--- src/rtl/tmcu_defines.vh ---
// Purpose: Offsets, field positions, reset values, mode and response codes and prescaler width of the timer control unit.
// Assumes: Included by bare name from the design files.
// Notes: Byte addresses are four times the register index.
`ifndef TMCU_DEFINES_VH
`define TMCU_DEFINES_VH
`define TMCU_IDX_CLK_FLAG      8'hba
`define TMCU_IDX_EN_MODE       8'hbb
`define TMCU_IDX_PERIOD_LO     8'hbc
`define TMCU_IDX_PERIOD_HI     8'hbd
`define TMCU_IDX_DUTY_LO       8'hbe
`define TMCU_IDX_DUTY_HI       8'hbf
`define TMCU_IDX_IRQ_STATUS    8'hc0
`define TMCU_IDX_IRQ_MASK      8'hc1
`define TMCU_IDX_COUNT_LO      8'hc2
`define TMCU_IDX_COUNT_HI      8'hc3
`define TMCU_BIT_RUN_EN        7
`define TMCU_BIT_MODE_HI       5
`define TMCU_BIT_MODE_LO       4
`define TMCU_BIT_CLR           0
`define TMCU_BIT_CSEL_HI       7
`define TMCU_BIT_CSEL_LO       5
`define TMCU_BIT_IRQ_FLAG      4
`define TMCU_BIT_POL           2
`define TMCU_BIT_EDGE          1
`define TMCU_BIT_SNAP          0
`define TMCU_RST_CTRL          8'h00
`define TMCU_RST_DATA          16'hffff
`define TMCU_MODE_TIMER        2'h0
`define TMCU_MODE_CAPTURE      2'h1
`define TMCU_MODE_ONESHOT      2'h2
`define TMCU_MODE_REPEAT       2'h3
`define TMCU_CSEL_EXT          3'h7
`define TMCU_PRESCALE_W        11
`define TMCU_AXI_OKAY          2'h0
`define TMCU_AXI_DECERR        2'h3
`endif

--- src/rtl/tmcu_prescaler.v ---
// Purpose: Free running prescaler giving one-cycle enable taps of the system clock.
// Assumes: Single clock domain, synchronous active high reset.
// Notes: Tap order follows the clock-select codes 0 to 6.
`include "tmcu_defines.vh"
`default_nettype none
module tmcu_prescaler #(
	parameter W = `TMCU_PRESCALE_W
) (
	input  wire       i_sys_clk,  // System clock.
	input  wire       i_sys_rst,  // Synchronous reset, active high.
	input  wire [2:0] i_sel,      // Clock-select code.
	output reg        o_tick_ff   // One-cycle count enable.
);
	reg  [W-1:0] div_ff;          // Prescaler count.
	reg  [W-1:0] nxt_all;         // Next count.
	reg          tap;             // Selected tap wrap.

	// Select the wrap of the chosen division; divide by one fires every cycle.
	always @* begin
		nxt_all = div_ff + {{(W-1){1'b0}}, 1'b1};
		case (i_sel)
			3'h0: tap = (div_ff[10:0] == 11'h7ff);
			3'h1: tap = (div_ff[8:0] == 9'h1ff);
			3'h2: tap = (div_ff[5:0] == 6'h3f);
			3'h3: tap = (div_ff[2:0] == 3'h7);
			3'h4: tap = (div_ff[1:0] == 2'h3);
			3'h5: tap = div_ff[0];
			3'h6: tap = 1'b1;
			default: tap = 1'b0;
		endcase
	end

	// Count continuously and register the enable.
	always @(posedge i_sys_clk) begin
		if (i_sys_rst) begin
			div_ff    <= {W{1'b0}};
			o_tick_ff <= 1'b0;
		end else begin
			div_ff    <= nxt_all;
			o_tick_ff <= tap;
		end
	end
endmodule // tmcu_prescaler
`default_nettype wire

--- src/rtl/tmcu_timer.v ---
// Purpose: 16-bit timer control unit with clock select, modes, capture and pulse output.
// Assumes: AXI4-Lite slave, 32-bit data, one write and one read at a time.
// Notes: The A-match pulse is exported as a count source for the second timer.
//
// Our own choice: the AXI4-Lite slave port.
`include "tmcu_defines.vh"
`default_nettype none
// How it works
// - Enable set clears counter and starts counting.
// - Mode field picks timer, capture, one-shot, repeat.
// - Capture mode still raises A-match interrupt.
// - Counter clear bit clears counter, self-clears.
// - Clock select picks prescaled tap or pin.
// - Interrupt flag sets on timer interrupt.
// - Flag cleared by zero write or acknowledge.
// - Polarity sets start level and idle level.
// - Edge bit picks falling or rising pin edge.
// - Snapshot bit copies counter into B register.
// - A-match pulse exported to second timer.
// - Counter equals A: match, interrupt, clear.
// - Capture edge loads counter into B register.
// - A sets period, B sets duty.
module tmcu_timer (
	input  wire        i_sys_clk,     // System clock, 100 MHz.
	input  wire        i_sys_rst,     // Synchronous reset, active high.
	input  wire [31:0] s_axi_awaddr,  // Write address.
	input  wire        s_axi_awvalid, // Write address valid.
	output reg         s_axi_awready, // Write address ready.
	input  wire [31:0] s_axi_wdata,   // Write data.
	input  wire [3:0]  s_axi_wstrb,   // Write byte strobes.
	input  wire        s_axi_wvalid,  // Write data valid.
	output reg         s_axi_wready,  // Write data ready.
	output reg  [1:0]  s_axi_bresp,   // Write response.
	output reg         s_axi_bvalid,  // Write response valid.
	input  wire        s_axi_bready,  // Write response ready.
	input  wire [31:0] s_axi_araddr,  // Read address.
	input  wire        s_axi_arvalid, // Read address valid.
	output reg         s_axi_arready, // Read address ready.
	output reg  [31:0] s_axi_rdata,   // Read data.
	output reg  [1:0]  s_axi_rresp,   // Read response.
	output reg         s_axi_rvalid,  // Read data valid.
	input  wire        s_axi_rready,  // Read data ready.
	input  wire        i_ext_count_clock,     // External count clock pin.
	input  wire        i_capture_trigger_input, // Capture trigger pin.
	input  wire        i_capture_rising,      // Capture edge polarity, 1 rising.
	input  wire        i_int_ack,             // Interrupt acknowledge pulse.
	output reg         o_match_toggle_out_ff, // Toggle output in timer mode.
	output reg         o_pulse_out_ff,        // Pulse output in pulse modes.
	output reg         o_a_match_ff,          // A-match pulse for second timer.
	output reg         o_irq_ff               // Level interrupt.
);
	reg        run_enable_ff;         // Timer running.
	reg  [1:0] operating_mode_sel_ff; // Operating mode.
	reg  [2:0] count_clock_sel_ff;    // Clock select.
	reg        irq_flag_ff;           // Timer interrupt flag.
	reg        output_polarity_ff;    // Output polarity.
	reg        ext_edge_sel_ff;       // External edge select.
	reg  [15:0] period_compare_value_ff; // A data value.
	reg  [15:0] duty_capture_value_ff;   // B data value.
	reg  [15:0] up_counter_ff;        // Counter.
	reg  [1:0] sts_ff;                // Sticky status: 0 match, 1 capture.
	reg  [1:0] msk_ff;                // Interrupt mask.
	reg        done_ff;               // One-shot finished.
	reg  [2:0] ext_sync_ff;           // Pin sync stages and edge history.
	reg  [2:0] cap_sync_ff;           // Capture sync stages and history.
	reg  [31:0] aw_ff;                // Latched write address.
	reg  [31:0] wd_ff;                // Latched write data.
	reg  [3:0] ws_ff;                 // Latched strobes.
	reg        aw_ok_ff;              // Address held.
	reg        w_ok_ff;               // Data held.
	wire       pre_tick;              // Prescaler enable.
	wire       ext_rise;              // Pin rising edge.
	wire       ext_fall;              // Pin falling edge.
	wire       cap_edge;              // Capture edge.
	wire       tick;                  // Count enable.
	wire       match;                 // Counter equals A.
	wire       do_wr;                 // Write performed.
	wire [7:0] widx;                  // Write register index.
	wire [7:0] wbyte;                 // Written byte.
	wire       pulse_mode;            // One-shot or repeat.
	reg  [7:0] rbyte;                 // Read mux.
	reg        rhit;                  // Read address mapped.
	reg        whit;                  // Write address mapped.

	tmcu_prescaler #(.W(`TMCU_PRESCALE_W)) u_pre (
		.i_sys_clk (i_sys_clk),
		.i_sys_rst (i_sys_rst),
		.i_sel     (count_clock_sel_ff),
		.o_tick_ff (pre_tick)
	);

	// Edges look only at the second and third stages of each synchroniser.
	assign ext_rise = ext_sync_ff[1] & ~ext_sync_ff[2];
	assign ext_fall = ~ext_sync_ff[1] & ext_sync_ff[2];
	assign cap_edge = i_capture_rising ? (cap_sync_ff[1] & ~cap_sync_ff[2])
	                                   : (~cap_sync_ff[1] & cap_sync_ff[2]);
	assign tick = (count_clock_sel_ff == `TMCU_CSEL_EXT) ?
	              (ext_edge_sel_ff ? ext_rise : ext_fall) : pre_tick;
	assign pulse_mode = operating_mode_sel_ff[1];
	assign match = run_enable_ff & ~done_ff & tick &
	               (up_counter_ff == period_compare_value_ff);
	assign do_wr = aw_ok_ff & w_ok_ff & ~s_axi_bvalid;
	assign widx  = aw_ff[9:2];
	assign wbyte = wd_ff[7:0];

	// Address decode for reads and writes, unused bits read zero.
	always @* begin
		rbyte = 8'h00;
		rhit  = 1'b1;
		case (s_axi_araddr[9:2])
			`TMCU_IDX_CLK_FLAG: rbyte = {count_clock_sel_ff, irq_flag_ff, 1'b0,
			                             output_polarity_ff, ext_edge_sel_ff, 1'b0};
			`TMCU_IDX_EN_MODE: rbyte = {run_enable_ff, 1'b0, operating_mode_sel_ff, 4'h0};
			`TMCU_IDX_PERIOD_LO: rbyte = period_compare_value_ff[7:0];
			`TMCU_IDX_PERIOD_HI: rbyte = period_compare_value_ff[15:8];
			`TMCU_IDX_DUTY_LO: rbyte = duty_capture_value_ff[7:0];
			`TMCU_IDX_DUTY_HI: rbyte = duty_capture_value_ff[15:8];
			`TMCU_IDX_IRQ_STATUS: rbyte = {6'h00, sts_ff};
			`TMCU_IDX_IRQ_MASK: rbyte = {6'h00, msk_ff};
			`TMCU_IDX_COUNT_LO: rbyte = up_counter_ff[7:0];
			`TMCU_IDX_COUNT_HI: rbyte = up_counter_ff[15:8];
			default: rhit = 1'b0;
		endcase
		case (widx)
			`TMCU_IDX_CLK_FLAG, `TMCU_IDX_EN_MODE, `TMCU_IDX_PERIOD_LO,
			`TMCU_IDX_PERIOD_HI, `TMCU_IDX_DUTY_LO, `TMCU_IDX_DUTY_HI,
			`TMCU_IDX_IRQ_STATUS, `TMCU_IDX_IRQ_MASK,
			`TMCU_IDX_COUNT_LO, `TMCU_IDX_COUNT_HI: whit = 1'b1;
			default: whit = 1'b0;
		endcase
	end

	// AXI4-Lite write channel: take address and data in any order, answer once both held.
	always @(posedge i_sys_clk) begin
		if (i_sys_rst) begin
			s_axi_awready <= 1'b0;
			s_axi_wready  <= 1'b0;
			s_axi_bvalid  <= 1'b0;
			s_axi_bresp   <= `TMCU_AXI_OKAY;
			aw_ok_ff      <= 1'b0;
			w_ok_ff       <= 1'b0;
			aw_ff         <= 32'h0;
			wd_ff         <= 32'h0;
			ws_ff         <= 4'h0;
		end else begin
			s_axi_awready <= ~aw_ok_ff & ~s_axi_awready & s_axi_awvalid;
			s_axi_wready  <= ~w_ok_ff & ~s_axi_wready & s_axi_wvalid;
			if (s_axi_awvalid & s_axi_awready) begin
				aw_ff    <= s_axi_awaddr;
				aw_ok_ff <= 1'b1;
			end
			if (s_axi_wvalid & s_axi_wready) begin
				wd_ff   <= s_axi_wdata;
				ws_ff   <= s_axi_wstrb;
				w_ok_ff <= 1'b1;
			end
			if (do_wr) begin
				s_axi_bvalid <= 1'b1;
				s_axi_bresp  <= whit ? `TMCU_AXI_OKAY : `TMCU_AXI_DECERR;
				aw_ok_ff     <= 1'b0;
				w_ok_ff      <= 1'b0;
			end else if (s_axi_bvalid & s_axi_bready) begin
				s_axi_bvalid <= 1'b0;
			end
		end
	end

	// AXI4-Lite read channel: one cycle accept, data registered the next.
	always @(posedge i_sys_clk) begin
		if (i_sys_rst) begin
			s_axi_arready <= 1'b0;
			s_axi_rvalid  <= 1'b0;
			s_axi_rdata   <= 32'h0;
			s_axi_rresp   <= `TMCU_AXI_OKAY;
		end else begin
			s_axi_arready <= ~s_axi_arready & ~s_axi_rvalid & s_axi_arvalid;
			if (s_axi_arvalid & s_axi_arready) begin
				s_axi_rvalid <= 1'b1;
				s_axi_rdata  <= {24'h0, rbyte};
				s_axi_rresp  <= rhit ? `TMCU_AXI_OKAY : `TMCU_AXI_DECERR;
			end else if (s_axi_rvalid & s_axi_rready) begin
				s_axi_rvalid <= 1'b0;
			end
		end
	end

	// Control registers, counter, capture and flags.
	always @(posedge i_sys_clk) begin
		if (i_sys_rst) begin
			run_enable_ff           <= 1'b0;
			operating_mode_sel_ff   <= `TMCU_MODE_TIMER;
			count_clock_sel_ff      <= 3'h0;
			irq_flag_ff             <= 1'b0;
			output_polarity_ff      <= 1'b0;
			ext_edge_sel_ff         <= 1'b0;
			period_compare_value_ff <= `TMCU_RST_DATA;
			duty_capture_value_ff   <= `TMCU_RST_DATA;
			up_counter_ff           <= 16'h0;
			sts_ff                  <= 2'h0;
			msk_ff                  <= 2'h0;
			done_ff                 <= 1'b0;
			ext_sync_ff             <= 3'h0;
			cap_sync_ff             <= 3'h0;
			o_a_match_ff            <= 1'b0;
			o_irq_ff                <= 1'b0;
		end else begin
			ext_sync_ff  <= {ext_sync_ff[1:0], i_ext_count_clock};
			cap_sync_ff  <= {cap_sync_ff[1:0], i_capture_trigger_input};
			o_a_match_ff <= match;
			o_irq_ff     <= |(sts_ff & msk_ff);
			// Counting: a match clears the counter, otherwise advance on each enable.
			if (run_enable_ff & ~done_ff & tick)
				up_counter_ff <= match ? 16'h0 : up_counter_ff + 16'h1;
			if (match & (operating_mode_sel_ff == `TMCU_MODE_ONESHOT))
				done_ff <= 1'b1;
			if ((operating_mode_sel_ff == `TMCU_MODE_CAPTURE) & run_enable_ff & cap_edge)
				duty_capture_value_ff <= up_counter_ff;
			if (do_wr & ws_ff[0]) begin
				case (widx)
					`TMCU_IDX_CLK_FLAG: begin
						count_clock_sel_ff <= wbyte[`TMCU_BIT_CSEL_HI:`TMCU_BIT_CSEL_LO];
						output_polarity_ff <= wbyte[`TMCU_BIT_POL];
						ext_edge_sel_ff    <= wbyte[`TMCU_BIT_EDGE];
						if (wbyte[`TMCU_BIT_SNAP])
							duty_capture_value_ff <= up_counter_ff;
					end
					`TMCU_IDX_EN_MODE: begin
						run_enable_ff         <= wbyte[`TMCU_BIT_RUN_EN];
						operating_mode_sel_ff <= wbyte[`TMCU_BIT_MODE_HI:`TMCU_BIT_MODE_LO];
						if ((wbyte[`TMCU_BIT_RUN_EN] & ~run_enable_ff) | wbyte[`TMCU_BIT_CLR]) begin
							up_counter_ff <= 16'h0;
							done_ff       <= 1'b0;
						end
					end
					`TMCU_IDX_PERIOD_LO: period_compare_value_ff[7:0] <= wbyte;
					`TMCU_IDX_PERIOD_HI: period_compare_value_ff[15:8] <= wbyte;
					`TMCU_IDX_DUTY_LO: duty_capture_value_ff[7:0] <= wbyte;
					`TMCU_IDX_DUTY_HI: duty_capture_value_ff[15:8] <= wbyte;
					`TMCU_IDX_IRQ_MASK: msk_ff <= wbyte[1:0];
					default: ;
				endcase
			end
			// Flag: zero write or acknowledge clears, a match in the same cycle wins.
			if (match)
				irq_flag_ff <= 1'b1;
			else if (i_int_ack | (do_wr & ws_ff[0] & (widx == `TMCU_IDX_CLK_FLAG) &
			         ~wbyte[`TMCU_BIT_IRQ_FLAG]))
				irq_flag_ff <= 1'b0;
			// Sticky status, write one to clear, set wins.
			sts_ff <= (sts_ff & ~((do_wr & ws_ff[0] & (widx == `TMCU_IDX_IRQ_STATUS)) ?
			          wbyte[1:0] : 2'h0)) |
			          {(operating_mode_sel_ff == `TMCU_MODE_CAPTURE) & run_enable_ff & cap_edge,
			           match};
		end
	end

	// Outputs: toggle on match in timer mode, pulse high until B then low in pulse modes.
	always @(posedge i_sys_clk) begin
		if (i_sys_rst) begin
			o_match_toggle_out_ff <= 1'b0;
			o_pulse_out_ff        <= 1'b0;
		end else if (~run_enable_ff | done_ff) begin
			o_match_toggle_out_ff <= output_polarity_ff;
			o_pulse_out_ff        <= output_polarity_ff;
		end else begin
			if (match & (operating_mode_sel_ff == `TMCU_MODE_TIMER))
				o_match_toggle_out_ff <= ~o_match_toggle_out_ff;
			if (pulse_mode)
				o_pulse_out_ff <= output_polarity_ff ^
				                  (up_counter_ff < duty_capture_value_ff);
		end
	end
endmodule // tmcu_timer
`default_nettype wire

--- config.mk ---
export PLATFORM = sky130hd
export DESIGN_NAME = tmcu_timer
export DESIGN_NICKNAME = d
export VERILOG_FILES = /design/src/rtl/tmcu_prescaler.v /design/src/rtl/tmcu_timer.v
export VERILOG_INCLUDE_DIRS = /design/src /design/src/rtl
export SDC_FILE = /design/constraint.sdc
export NUM_CORES = 1
export LEC_CHECK = 0
export ABC_AREA = 1
export BUFFER_PORTS_ARGS = -buffer_cell sky130_fd_sc_hd__buf_2
export CAP_MARGIN = 15
export CELL_PAD_IN_SITES_DETAIL_PLACEMENT = 1
export CELL_PAD_IN_SITES_GLOBAL_PLACEMENT = 1
export CORE_UTILIZATION = 30
export DETAILED_ROUTE_END_ITERATION = 7
export GPL_ROUTABILITY_DRIVEN = 0
export PLACE_DENSITY = 0.64
export SLEW_MARGIN = 0
export SYNTH_ARGS = -nofsm -noshare
export SYNTH_HDL_FRONTEND = slang
export SYNTH_SLANG_ARGS = --single-unit
--- constraint.sdc ---
create_clock -name i_sys_clk -period 1.85 [get_ports i_sys_clk]
set_clock_uncertainty 0.05 [all_clocks]
set_input_delay 0.2775 -clock i_sys_clk [delete_from_list [all_inputs] [get_ports i_sys_clk]]
set_output_delay 0.2775 -clock i_sys_clk [all_outputs]
set_load 0.02 [all_outputs]
==> results of run 1 <==
worst reg2reg max path: stages, from the launching register on:
cell and delay, ns:
dfxtp_1 0.38, inv_1 0.10, nor3_2 0.25, nand3_2 0.13, buf_12 0.19, o21ai_0 0.26
nand2_1 0.08, o211ai_1 0.09, o211ai_1 0.10
power by group through the flow:
stage                     clock [W]  sequential (W)  combinational [W]
after global routing        0.00384         0.00261           0.000413
after global placement            0         0.00266           0.000363
after CTS                   0.00372         0.00261           0.000372
after detailed placement          0         0.00266           0.000367
final                       0.00366         0.00261           0.000369
after floorplan                   0         0.00266           0.000253
flip-flops by register name, summed over array words and instances (netlist names), 2 cells and up:
signal                   count
aw_ff                        8
sts_ff                       2
cap_sync_ff                  3
msk_ff                       2
up_counter_ff               16
u_pre.div_ff                11
ext_sync_ff                  3
duty_capture_value_ff       16
operating_mode_sel_ff        2
wd_ff                        8
count_clock_sel_ff           3
period_compare_value_ff     16
s_axi_rdata                  8
synthesized netlist by cell type, drive strengths merged:
library cell  count
nand2           230
inv             133
dfxtp           118
nor2            107
o21ai            84
a21oi            57
nand3            51
o211ai           43
buf              40
nor3             20
ha               19
clkbuf           16
nand4            16
xor2             10
o22ai             6
nand3b            4
nor4              4
a31oi             3
clkinv            3
a211oi            2
xnor2             2
and3              1
conb              1
nor3b             1
o2111ai           1
o21a              1
o31ai             1
or2               1
routing by layer:
metal  vias to the layer above  GRT usage
li1                       3357          -
met1                      3106      0.267
met2                       102      0.342
met3                        27     0.0367
met4                         0     0.0825
met5                         -          0
kinds of logic (layout without fill, tap and decap cells):
logic type | after synthesis | after routing | share of synthesized area
buffers and inverters | 192 | 283 | 0.128
adders and majority gates | 19 | 19 | 0.0355
DFF | 118 | 118 | 0.353
AOI/OAI and AO/OA | 198 | 198 | 0.169
xor gates and xnor gates | 12 | 12 | 0.0157
and+or+nand+nor | 435 | 435 | 0.298
other | 1 | 24 | 0.000560
per-stage QoR:
step	worst slack (ns)	hold WS, ns	utilization
global placement	0.0639	0.342	0.345
finish	0.0854	0.0375	0.376
floorplan	0.297	0.334	-
global route	-0.0133	0.0475	0.376
detailed placement	0.0463	0.348	0.345
CTS	0.0459	0.0283	0.375
final cells by class:
class	count	share of cell area
Clock buffer	21	0.0560
Clock inverter	9	0.0211
Inverter	136	0.0623
Multi-Input combinational cell	688	0.435
Sequential cell	118	0.288
Tap cell	280	0.0426
Timing Repair Buffer	117	0.0949
repair_timing:
| item | CTS | global route |
|---|---|---|
| hold endpoints to repair | 2 | 0 |
| hold buffers | 2 | 0 |
| endpoints found under the setup margin | 0 | 26 |
| gates resized for setup | 0 | 16 |
cell usage in the layout (no fill, tap or decap), types with 3 or more instances in the layout:
cell type  netlist  layout
a21oi_1         57      57
a31oi_1          3       3
buf_12           0       3
buf_2            8      56
buf_4           31      56
bufinv_16        0       5
clkbuf_16        0      17
clkinv_2         0       3
conb_1           1      24
dfxtp_1        118     112
dfxtp_2          0       6
ha_1            19      19
inv_1          125     125
inv_2            7       8
nand2_1        223     222
nand2_2          5       6
nand3_1         46      45
nand3_2          4       5
nand3b_1         4       4
nand4_1         15      15
nor2_1          88      87
nor2_2          13      14
nor2_4           5       5
nor3_1          14      14
nor3_2           4       4
o211ai_1        43      43
o21ai_0         78      72
o21ai_1          5      11
o22ai_1          6       6
xor2_1          10      10
worst max-delay path by stage:
stage / end / slack (ns)
detailed placement: s_axi_rdata[4] / 0.05
CTS: o_pulse_out_ff / 0.05
floorplan: u_pre.o_tick_ff / 0.30
global route: duty_capture_value_ff[7] / -0.01
global placement: s_axi_rdata[4] / 0.06
finish: duty_capture_value_ff[1] / 0.09
==> metrics.md, run 1 <==
| Metric | Value |
|---|---|
| Fin crit period | `1.76 ns` |
| Setup TNS Final | `0 ns` |
| CTS buffer count | `17` |
| Cell variety after synth | `46` |
| Seq cells post-synth | `118` |
| TritonCTS clock tree | `done` |
| DR WL met3 | `647 um` |
| DP Cell Count | `approximately 1300` |
| Slew at the pin closest to its max-slew limit | `around 0.5 ns` |
| Clock Power Share | `0.552` |
| Worst-path maximum fanout | `33` |
| Hold Fails Final Rpt | `0` |
| Top post-synthesis cells by area | `dfxtp_1, nand2_1, inv_1` |
| Required time of the critical path | `2.10 ns` |
| Ys Warns | `0` |
| Setup bufs post-CTS | `0` |
| Via count | `6592` |
| Gate power share | `0.056` |
| Startpoint types | `flip-flop` |
| Skew-Pair Late Insertion Delay | `0.43 ns` |
| Syn avg cell area | `about 6.9 um2` |
| R2r endpoint | `duty_capture_value_ff[1]` |
| Top layer in use | `met4` |
| Hold Crit Start | `s_axi_awvalid` |
| Slowest stage delay, CP | `0.38 ns` |
| Max cap viols | `0` |
| CTS Buffer Depth | `2` |
| First-pass GRT wire length | `35.1 mm` |
| Mapped Cells | `975` |
| Antenna viol nets, final | `0` |
| Share of cells above drive strength 1 | `0.186` |
| Die height | `151 um` |
| Static Leak | `between 3 and 4 nW` |
| Grt ovf | `0` |
| Tot Pwr | `0.00664 W` |
| Drt drc | `0` |
| Finished Layout Cells | `1369` |
| Site Rows | `54` |
| Pwr Density | `a little over 800 nW/um2` |
| Routed met1 length | `10.7 mm` |
| Worst path top cell family by delay | `simple AND/OR/NAND/NOR gates` |
| Initial antenna violation count | `0` |
| Yosys top cell by area | `dfxtp_1` |
| Root Driver | `clkbuf_16` |
| Slew Viols, Final | `0` |
| Number of global-route vias before repair | `6345` |
| Total stage count of the critical path | `8` |
| Post-Route WL | `22.6 mm` |
| Fillers | `roughly 2800` |
| Mapped Area | `6700 um2` |
| Hold crit path type | `input pin to flip-flop` |
| Final Setup Violations | `0` |
| # port buffers | `56` |
| Detailed Route Iter0 Violations | `277` |
| Via density | `4.82` |
| Worst Hold End | `s_axi_awready` |
| Reg2Reg Depth | `8` |
| Slew Limit Headroom | `0.657` |
| Post-DP HPWL | `17.4 mm` |
| FF-to-FF Start | `operating_mode_sel_ff[0]` |
| Starting Density | `0.306` |
| Fraction of synthesized cell area taken by the top area cell type | `0.353` |
| Cell mode on critical path | `o211ai_1` |
| Final instance area | `~8000 um2` |
| CP Cell Sequence | `inv_1 > nor3_2 > nand3_2 > buf_12 > o21ai_0 > nand2_1 > o211ai_1 > o211ai_1` |
| Drt first pass iters | `4` |
| Critical path origin | `operating_mode_sel_ff[0]` |
| CTS H-tree lvls | `4` |
| Flop2flop setup slack | `0.09 ns` |
| Outcome | `finished, final reports clean` |
| Hold Path Cell Cnt | `3` |
| Core Footprint | `approximately 22000 um2` |
| Nets | `1208` |
| Largest net degree at the start of global routing | `34` |
| Die Wd | `around 150 um` |
| Sequential Power Share | `0.393` |
| Arrival time worst endpoint | `2.01 ns` |
| Switching part of the total | `0.227` |
| Placed inst area | `7550 um2` |
| Multi-input logic area | `3580 um2` |
| Clk slew on worst S/H paths | `~0.06 ns` |
| CP Capture Type | `flip-flop` |
| Area growth syn-to-layout | `22.8%` |
| Antenna cells | `0` |
| CTS Sinks | `118` |
| Die Area | `roughly 23000 um2` |
| Top Ports | `156` |
| Max Freq | `around 570 MHz` |
| Net Switching | `0.00151 W` |
| Period Utilization, post-route | `0.954` |
| WP buf/inv | `2` |
| CP max-delay cell | `dfxtp_1` |
| Wire length per cell | `16.5 um` |
| Internal power | `0.00513 W` |
| GR Util All Layers | `0.208` |
| Met2 WL | `10.7 mm` |
| Setup CP Type | `flip-flop to flip-flop` |
| Worst VDD drop | `0.568 mV` |
| Sequential fraction of the synthesis area | `0.353` |
| Register Area | `2370 um2` |
No activity file was read; power rests on OpenSTA's default activity.
==> inputs of run 2 (changes only) <==
- CTS_BUF_LIST: default -> sky130_fd_sc_hd__clkbuf_8
==> run 2 against run 1 <==
Sequential cell count is the same; final cell count increased by 0.22%; clock power shrank 25%; sequential share of layout area rose by 0.57 points; utilization is 0.71 points lower; total power shrank 14%; final area down 1.9%; non-clock buffer count grew 3; clock-buffer cell count shrank 2; worst setup slack gained 0.017 ns; combinational power up 1%; register-to-register slack better by 0.02 ns; largest cell class unchanged.
==> metrics.md, run 2 (synthesis gave the netlist of run 1 again) <==
| Metric | Value |
|---|---|
| Site Rows | `54 (unchanged)` |
| Final setup margin | `0.102 ns (+0.0168 ns)` |
| Period Utilization, post-route | `0.945 (-0.00909)` |
| Hold Fails Final Rpt | `0 (unchanged)` |
| Worst VDD drop | `0.464 mV (-18%)` |
| DP Cell Count | `1337 (unchanged)` |
| Hold Slack | `0.0259 ns (-0.0116 ns)` |
| Skew-Pair Late Insertion Delay | `0.45 ns (+0.02 ns)` |
| Antenna viol nets, final | `0 (unchanged)` |
| Startpoint types | `flip-flop` |
| Post-Route WL | `22.4 mm (-0.98%)` |
| Post-DP HPWL | `17.4 mm (unchanged)` |
| Number of global-route vias before repair | `6350 (+0.079%)` |
| Reg2Reg Depth | `8 (unchanged)` |
| GR Util All Layers | `0.204 (-0.00325)` |
| Most frequent cells in the layout | `nand2_1, inv_1, dfxtp_1, nor2_1, o21ai_0` |
| Post-Route Utilization | `0.369 (-0.00709)` |
| Fillers | `2849 (+1.0%)` |
| Multi-input logic area | `3590 um2 (+0.14%)` |
| CTS Sinks | `118 (unchanged)` |
| Via count | `6576 (-0.24%)` |
| Net Switching | `0.00139 W (-8.2%)` |
| Total stage count of the critical path | `8 (unchanged)` |
| Pre-CTS setup slack | `0.0463 ns (unchanged)` |
| CTS buffer count | `17 (unchanged)` |
| # port buffers | `56 (unchanged)` |
| Via density | `4.79 (-0.46%)` |
| Register Area | `2370 um2 (about the same)` |
| Hold crit path type | `input pin to flip-flop` |
| Required time of the critical path | `2.12 ns (+0.02 ns)` |
| Pwr Density | `709 nW/um2 (-12%)` |
| Core Footprint | `21900 um2 (unchanged)` |
| First-pass GRT wire length | `34.6 mm (-1.5%)` |
| Worst path top cell family by delay | `simple AND/OR/NAND/NOR gates` |
| Arrival time worst endpoint | `2.02 ns (about the same)` |
| Most common cell after layout, fill and taps aside | `nand2_1` |
| Max cap viols | `0 (unchanged)` |
| Cell mode on critical path | `o211ai_1` |
| Initial antenna violation count | `0 (unchanged)` |
| CP max-delay cell | `dfxtp_1` |
| Largest net degree at the start of global routing | `34 (unchanged)` |
| Static Leak | `3.76 nW (-1.7%)` |
| Finished Layout Cells | `1372 (+0.22%)` |
| Top Ports | `156 (unchanged)` |
| Nets | `1211 (+0.25%)` |
| Max Freq | `572 MHz (+0.96%)` |
| Die Area | `22900 um2 (unchanged)` |
| Gate power share | `0.065 (+0.009)` |
| Antenna cells | `0 (unchanged)` |
| Flop2flop setup slack | `0.10 ns (+0.02 ns)` |
| Slew Viols, Final | `0 (unchanged)` |
| CTS Buffer Depth | `2 (unchanged)` |
| Internal power | `0.00434 W (-15%)` |
| Drt drc | `0 (unchanged)` |
| CTS H-tree lvls | `4 (unchanged)` |
| Area growth syn-to-layout | `20.5%` |
| Root Driver | `clkbuf_8` |
| Grt ovf | `0 (unchanged)` |
| Slowest stage delay, CP | `0.39 ns (about the same)` |
| Share of cells above drive strength 1 | `0.188 (+0.00132)` |
| Detailed Route Iter0 Violations | `287 (+3.6%)` |
| Switching part of the total | `0.242 (+0.0148)` |
| Slew Limit Headroom | `0.658 (+0.000787)` |
| Die Wd | `151 um (unchanged)` |
| TritonCTS clock tree | `done` |
| Clock Power Share | `0.480 (-0.072)` |
| Slew at the pin closest to its max-slew limit | `0.512 ns (-0.00118 ns)` |
| Starting Density | `0.306 (unchanged)` |
| Sequential Power Share | `0.455 (+0.062)` |
| Fin crit period | `1.75 ns (-0.0168 ns)` |
| Critical path origin | `operating_mode_sel_ff[0]` |
| WP buf/inv | `2 (unchanged)` |
| CP Capture Type | `flip-flop` |
| Worst-path maximum fanout | `33 (unchanged)` |
| CP Cell Sequence | `inv_1 > nor3_2 > nand3_2 > buf_12 > o21ai_0 > nand2_1 > o211ai_1 > o211ai_1` |
| FF-to-FF Start | `operating_mode_sel_ff[0]` |
| Wire length per cell | `16.3 um (-1.2%)` |
| Hold Crit Start | `s_axi_rready` |
| Hold Path Cell Cnt | `4 (+1)` |
| Biggest regs | `duty_capture_value_ff x16, period_compare_value_ff x16, up_counter_ff x16` |
| Setup CP Type | `flip-flop to flip-flop` |
| Drt first pass iters | `5 (+1)` |
| Final Setup Violations | `0 (unchanged)` |
| Clk slew on worst S/H paths | `0.07 ns (about the same)` |
| Die height | `151 um (unchanged)` |
| Outcome | `finished, final reports clean` |
| Setup TNS Final | `0 ns (unchanged)` |
==> run 2: final timing paths <==
| check | endpoint |
|---|---|
| worst max-delay path | duty_capture_value_ff[7] |
| worst min-delay path | s_axi_rvalid |
| worst max register to register | duty_capture_value_ff[7] |
| worst min register to register | ext_sync_ff[1] |
==> run 2: cell type report <==
type                       instances  share of cell area
timing repair buffer             120               0.100
clock buffer                      19              0.0324
inverter                         136              0.0635
multi-input combinational        688               0.444
clock inverter                    11              0.0225
sequential                       118               0.294
tap                              280              0.0434
==> run 2: timing repair <==
item | 4_1_cts | 5_1_grt
gates resized for setup | 0 | 18
setup buffers | 0 | 0
endpoints found under the setup margin | 0 | 25
hold endpoints to repair | 5 | 0
hold buffers | 5 | 0
==> run 2: power groups by stage <==
stage	combinational (W)	sequential, W	clock [W]
global route	0.000419	0.00261	0.00292
floorplan	0.000253	0.00266	0
finish	0.000374	0.00260	0.00275
global placement	0.000363	0.00266	0
CTS	0.000377	0.00260	0.00280
detailed placement	0.000367	0.00266	0
==> run 2: through the flow <==
stage | power [W] | area [um2]
floorplan | 0.00292 | 6790
global placement | 0.00302 | 7550
detailed placement | 0.00303 | 7550
CTS | 0.00578 | 8040
global route | 0.00595 | 8070
finish | 0.00572 | 8070
==> run 2: routing by layer <==
metal,share of wire,GRT usage,vias up
met3,0.030,0.0398,28
met5,0,0,-
li1,-,-,3363
met4,0.025,0.0740,0
met2,0.47,0.335,115
met1,0.47,0.264,3070
==> run 2: worst register-to-register path, cell delays in order (launching register included) <==
cell and delay, ns:
dfxtp_1 0.39, inv_1 0.10, nor3_2 0.23, nand3_2 0.12, buf_12 0.19, o21ai_0 0.25, nand2_1 0.08, o211ai_1 0.09
o211ai_1 0.11
==> inputs of run 3 (changes only) <==
- CORE_UTILIZATION: 30 -> 39
- PLACE_DENSITY: 0.64 -> 0.8
==> run 3 against run 2 <==
Clock-buffer cell count decreased by 1; first-iteration DRC count is 67% higher; global-route usage is 5.3 points higher; sequential cell count did not move; sequential share of layout area increased by 0.15 points; die area shrank 23%.
==> metrics.md, run 3 (synthesis gave the netlist of run 1 again) <==
| Metric | Value |
|---|---|
| TritonCTS clock tree | `done` |
| Max cap viols | `0 (unchanged)` |
| Hold Path Cell Cnt | `3 (-1)` |
| Arrival time worst endpoint | `2.07 ns (+0.05 ns)` |
| Top Ports | `156 (unchanged)` |
| Detailed Route Iter0 Violations | `480 (+67%)` |
| CP max-delay cell | `dfxtp_1` |
| Worst VDD drop | `0.502 mV (+8.2%)` |
| Antenna viol nets, final | `0 (unchanged)` |
| Finished Layout Cells | `1318 (-3.9%)` |
| Die Area | `17700 um2 (-23%)` |
| Most common cell after layout, fill and taps aside | `nand2_1` |
| Biggest regs | `duty_capture_value_ff x16, period_compare_value_ff x16, up_counter_ff x16` |
| Final instance area | `8060 um2 (-0.15%)` |
| Worst-path maximum fanout | `33 (unchanged)` |
| Core Footprint | `16700 um2 (-24%)` |
| CP Cell Sequence | `inv_1 > nor3_4 > nand3_2 > buf_12 > o21ai_1 > nand2_1 > o211ai_1 > o211ai_1` |
| Die height | `133 um (-12%)` |
| CTS H-tree lvls | `4 (unchanged)` |
| DP Cell Count | `1269 (-5.1%)` |
| CP Capture Type | `flip-flop` |
| Hold crit path type | `input pin to flip-flop` |
| Slew Limit Headroom | `0.646 (-0.0116)` |
| Share of cells above drive strength 1 | `0.199 (+0.0117)` |
| Hold Slack | `0.0465 ns (+0.0206 ns)` |
| Reg2Reg Depth | `8 (unchanged)` |
| Startpoint types | `flip-flop` |
| Antenna cells | `0 (unchanged)` |
| Skew-Pair Late Insertion Delay | `0.46 ns (about the same)` |
| Clk slew on worst S/H paths | `0.08 ns (about the same)` |
| Period Utilization, post-route | `0.959 (+0.0147)` |
| RSZ-0062 raised after global routing | `yes` |
| Slew at the pin closest to its max-slew limit | `0.529 ns (+0.0173 ns)` |
| Largest net degree at the start of global routing | `34 (unchanged)` |
| Nets | `1215 (+0.33%)` |
| Pwr Density | `683 nW/um2 (-3.7%)` |
| CTS Buffer Depth | `2 (unchanged)` |
| Hold Fails Final Rpt | `0 (unchanged)` |
| Fin crit period | `1.77 ns (+0.0271 ns)` |
| Required time of the critical path | `2.14 ns (+0.02 ns)` |
| Initial antenna violation count | `0 (unchanged)` |
| Starting Density | `0.401 (+0.0951)` |
| Cell mode on critical path | `o211ai_1` |
| Final Setup Violations | `0 (unchanged)` |
| Slowest stage delay, CP | `0.38 ns (about the same)` |
| CTS Sinks | `118 (unchanged)` |
| Post-Route WL | `22.4 mm (about the same)` |
| Most frequent cells in the layout | `nand2_1, inv_1, dfxtp_1, nor2_1, o21ai_0` |
| Via density | `5.24 (+9.3%)` |
| Post-DP HPWL | `16.6 mm (-4.6%)` |
| Root Driver | `clkbuf_8` |
| GR Util All Layers | `0.257 (+0.0527)` |
| Area growth syn-to-layout | `20.3%` |
| Site Rows | `47 (-13%)` |
| Setup TNS Final | `0 ns (unchanged)` |
| Die Wd | `133 um (-12%)` |
| Drt drc | `0 (unchanged)` |
| # port buffers | `56 (unchanged)` |
| Outcome | `finished, final reports clean` |
| Via count | `6903 (+5.0%)` |
| Placed inst area | `7440 um2 (-1.5%)` |
| Max Freq | `563 MHz (-1.5%)` |
| Grt ovf | `0 (unchanged)` |
| Static Leak | `3.76 nW (-0.11%)` |
| Number of global-route vias before repair | `6870 (+8.2%)` |
| First-pass GRT wire length | `35.2 mm (+1.5%)` |
| Wire length per cell | `17.0 um (+4.0%)` |
| Setup CP Type | `flip-flop to flip-flop` |
| Slew Viols, Final | `0 (unchanged)` |
| Drt first pass iters | `5 (unchanged)` |
| CTS buffer count | `17 (unchanged)` |
## run 3: layer usage
metal  vias up  track usage  wire length (um)
li1       3359            -                 -
met1      3315        0.316              9870
met2       183        0.437             10800
met3        46       0.0540              1050
met4         0        0.101               696
met5         -            0                 0
## run 3: cell type report
type	instances	area, um2
multi-input cells	689	3610
inverters	136	513
well taps	220	275
clock buffers	18	248
repair buffers	123	866
clock inverters	14	166
flip-flops and latches	118	2380
fillers	2209	8640
## run 3: worst paths after layout
path                       startpoint  slack (ns)                   endpoint
max          operating_mode_sel_ff[0]        0.08  duty_capture_value_ff[11]
min                   s_axi_awaddr[5]        0.05                   aw_ff[5]
max reg2reg  operating_mode_sel_ff[0]        0.08  duty_capture_value_ff[11]
min reg2reg            cap_sync_ff[0]        0.36             cap_sync_ff[1]
## run 3: metrics by stage
stage / power [W] / setup WS, ns / util
3_5_place_dp: 0.00303 / 0.0549 / 0.446
4_1_cts: 0.00554 / 0.0284 / 0.476
6_report: 0.00550 / 0.0751 / 0.483
3_3_place_gp: 0.00302 / 0.0987 / 0.446
5_1_grt: 0.00570 / -0.0327 / 0.483
2_1_floorplan: 0.00292 / 0.297 / -
## run 3: critical path: cells and delay by family (launching register included)
family / cells / cell delay (ns)
AO/OA/AOI/OAI: 3 / 0.44
flip-flops: 1 / 0.38
buffers and inverters: 2 / 0.32
AND/OR/NAND/NOR: 3 / 0.45
## run 3: power by group
group	leakage (nW)	switching, W	internal [W]
logic	2.59	0.000273	0.000124
registers	0.961	0.0000260	0.00258
clock network	0.207	0.00123	0.00127
## run 3: what timing repair did
item                                    4_1_cts  5_1_grt
gates resized for setup                       0       36
setup buffers                                 0        7
endpoints found under the setup margin        0       32
hold buffers                                  9        0
endpoints found under the hold margin         9        0
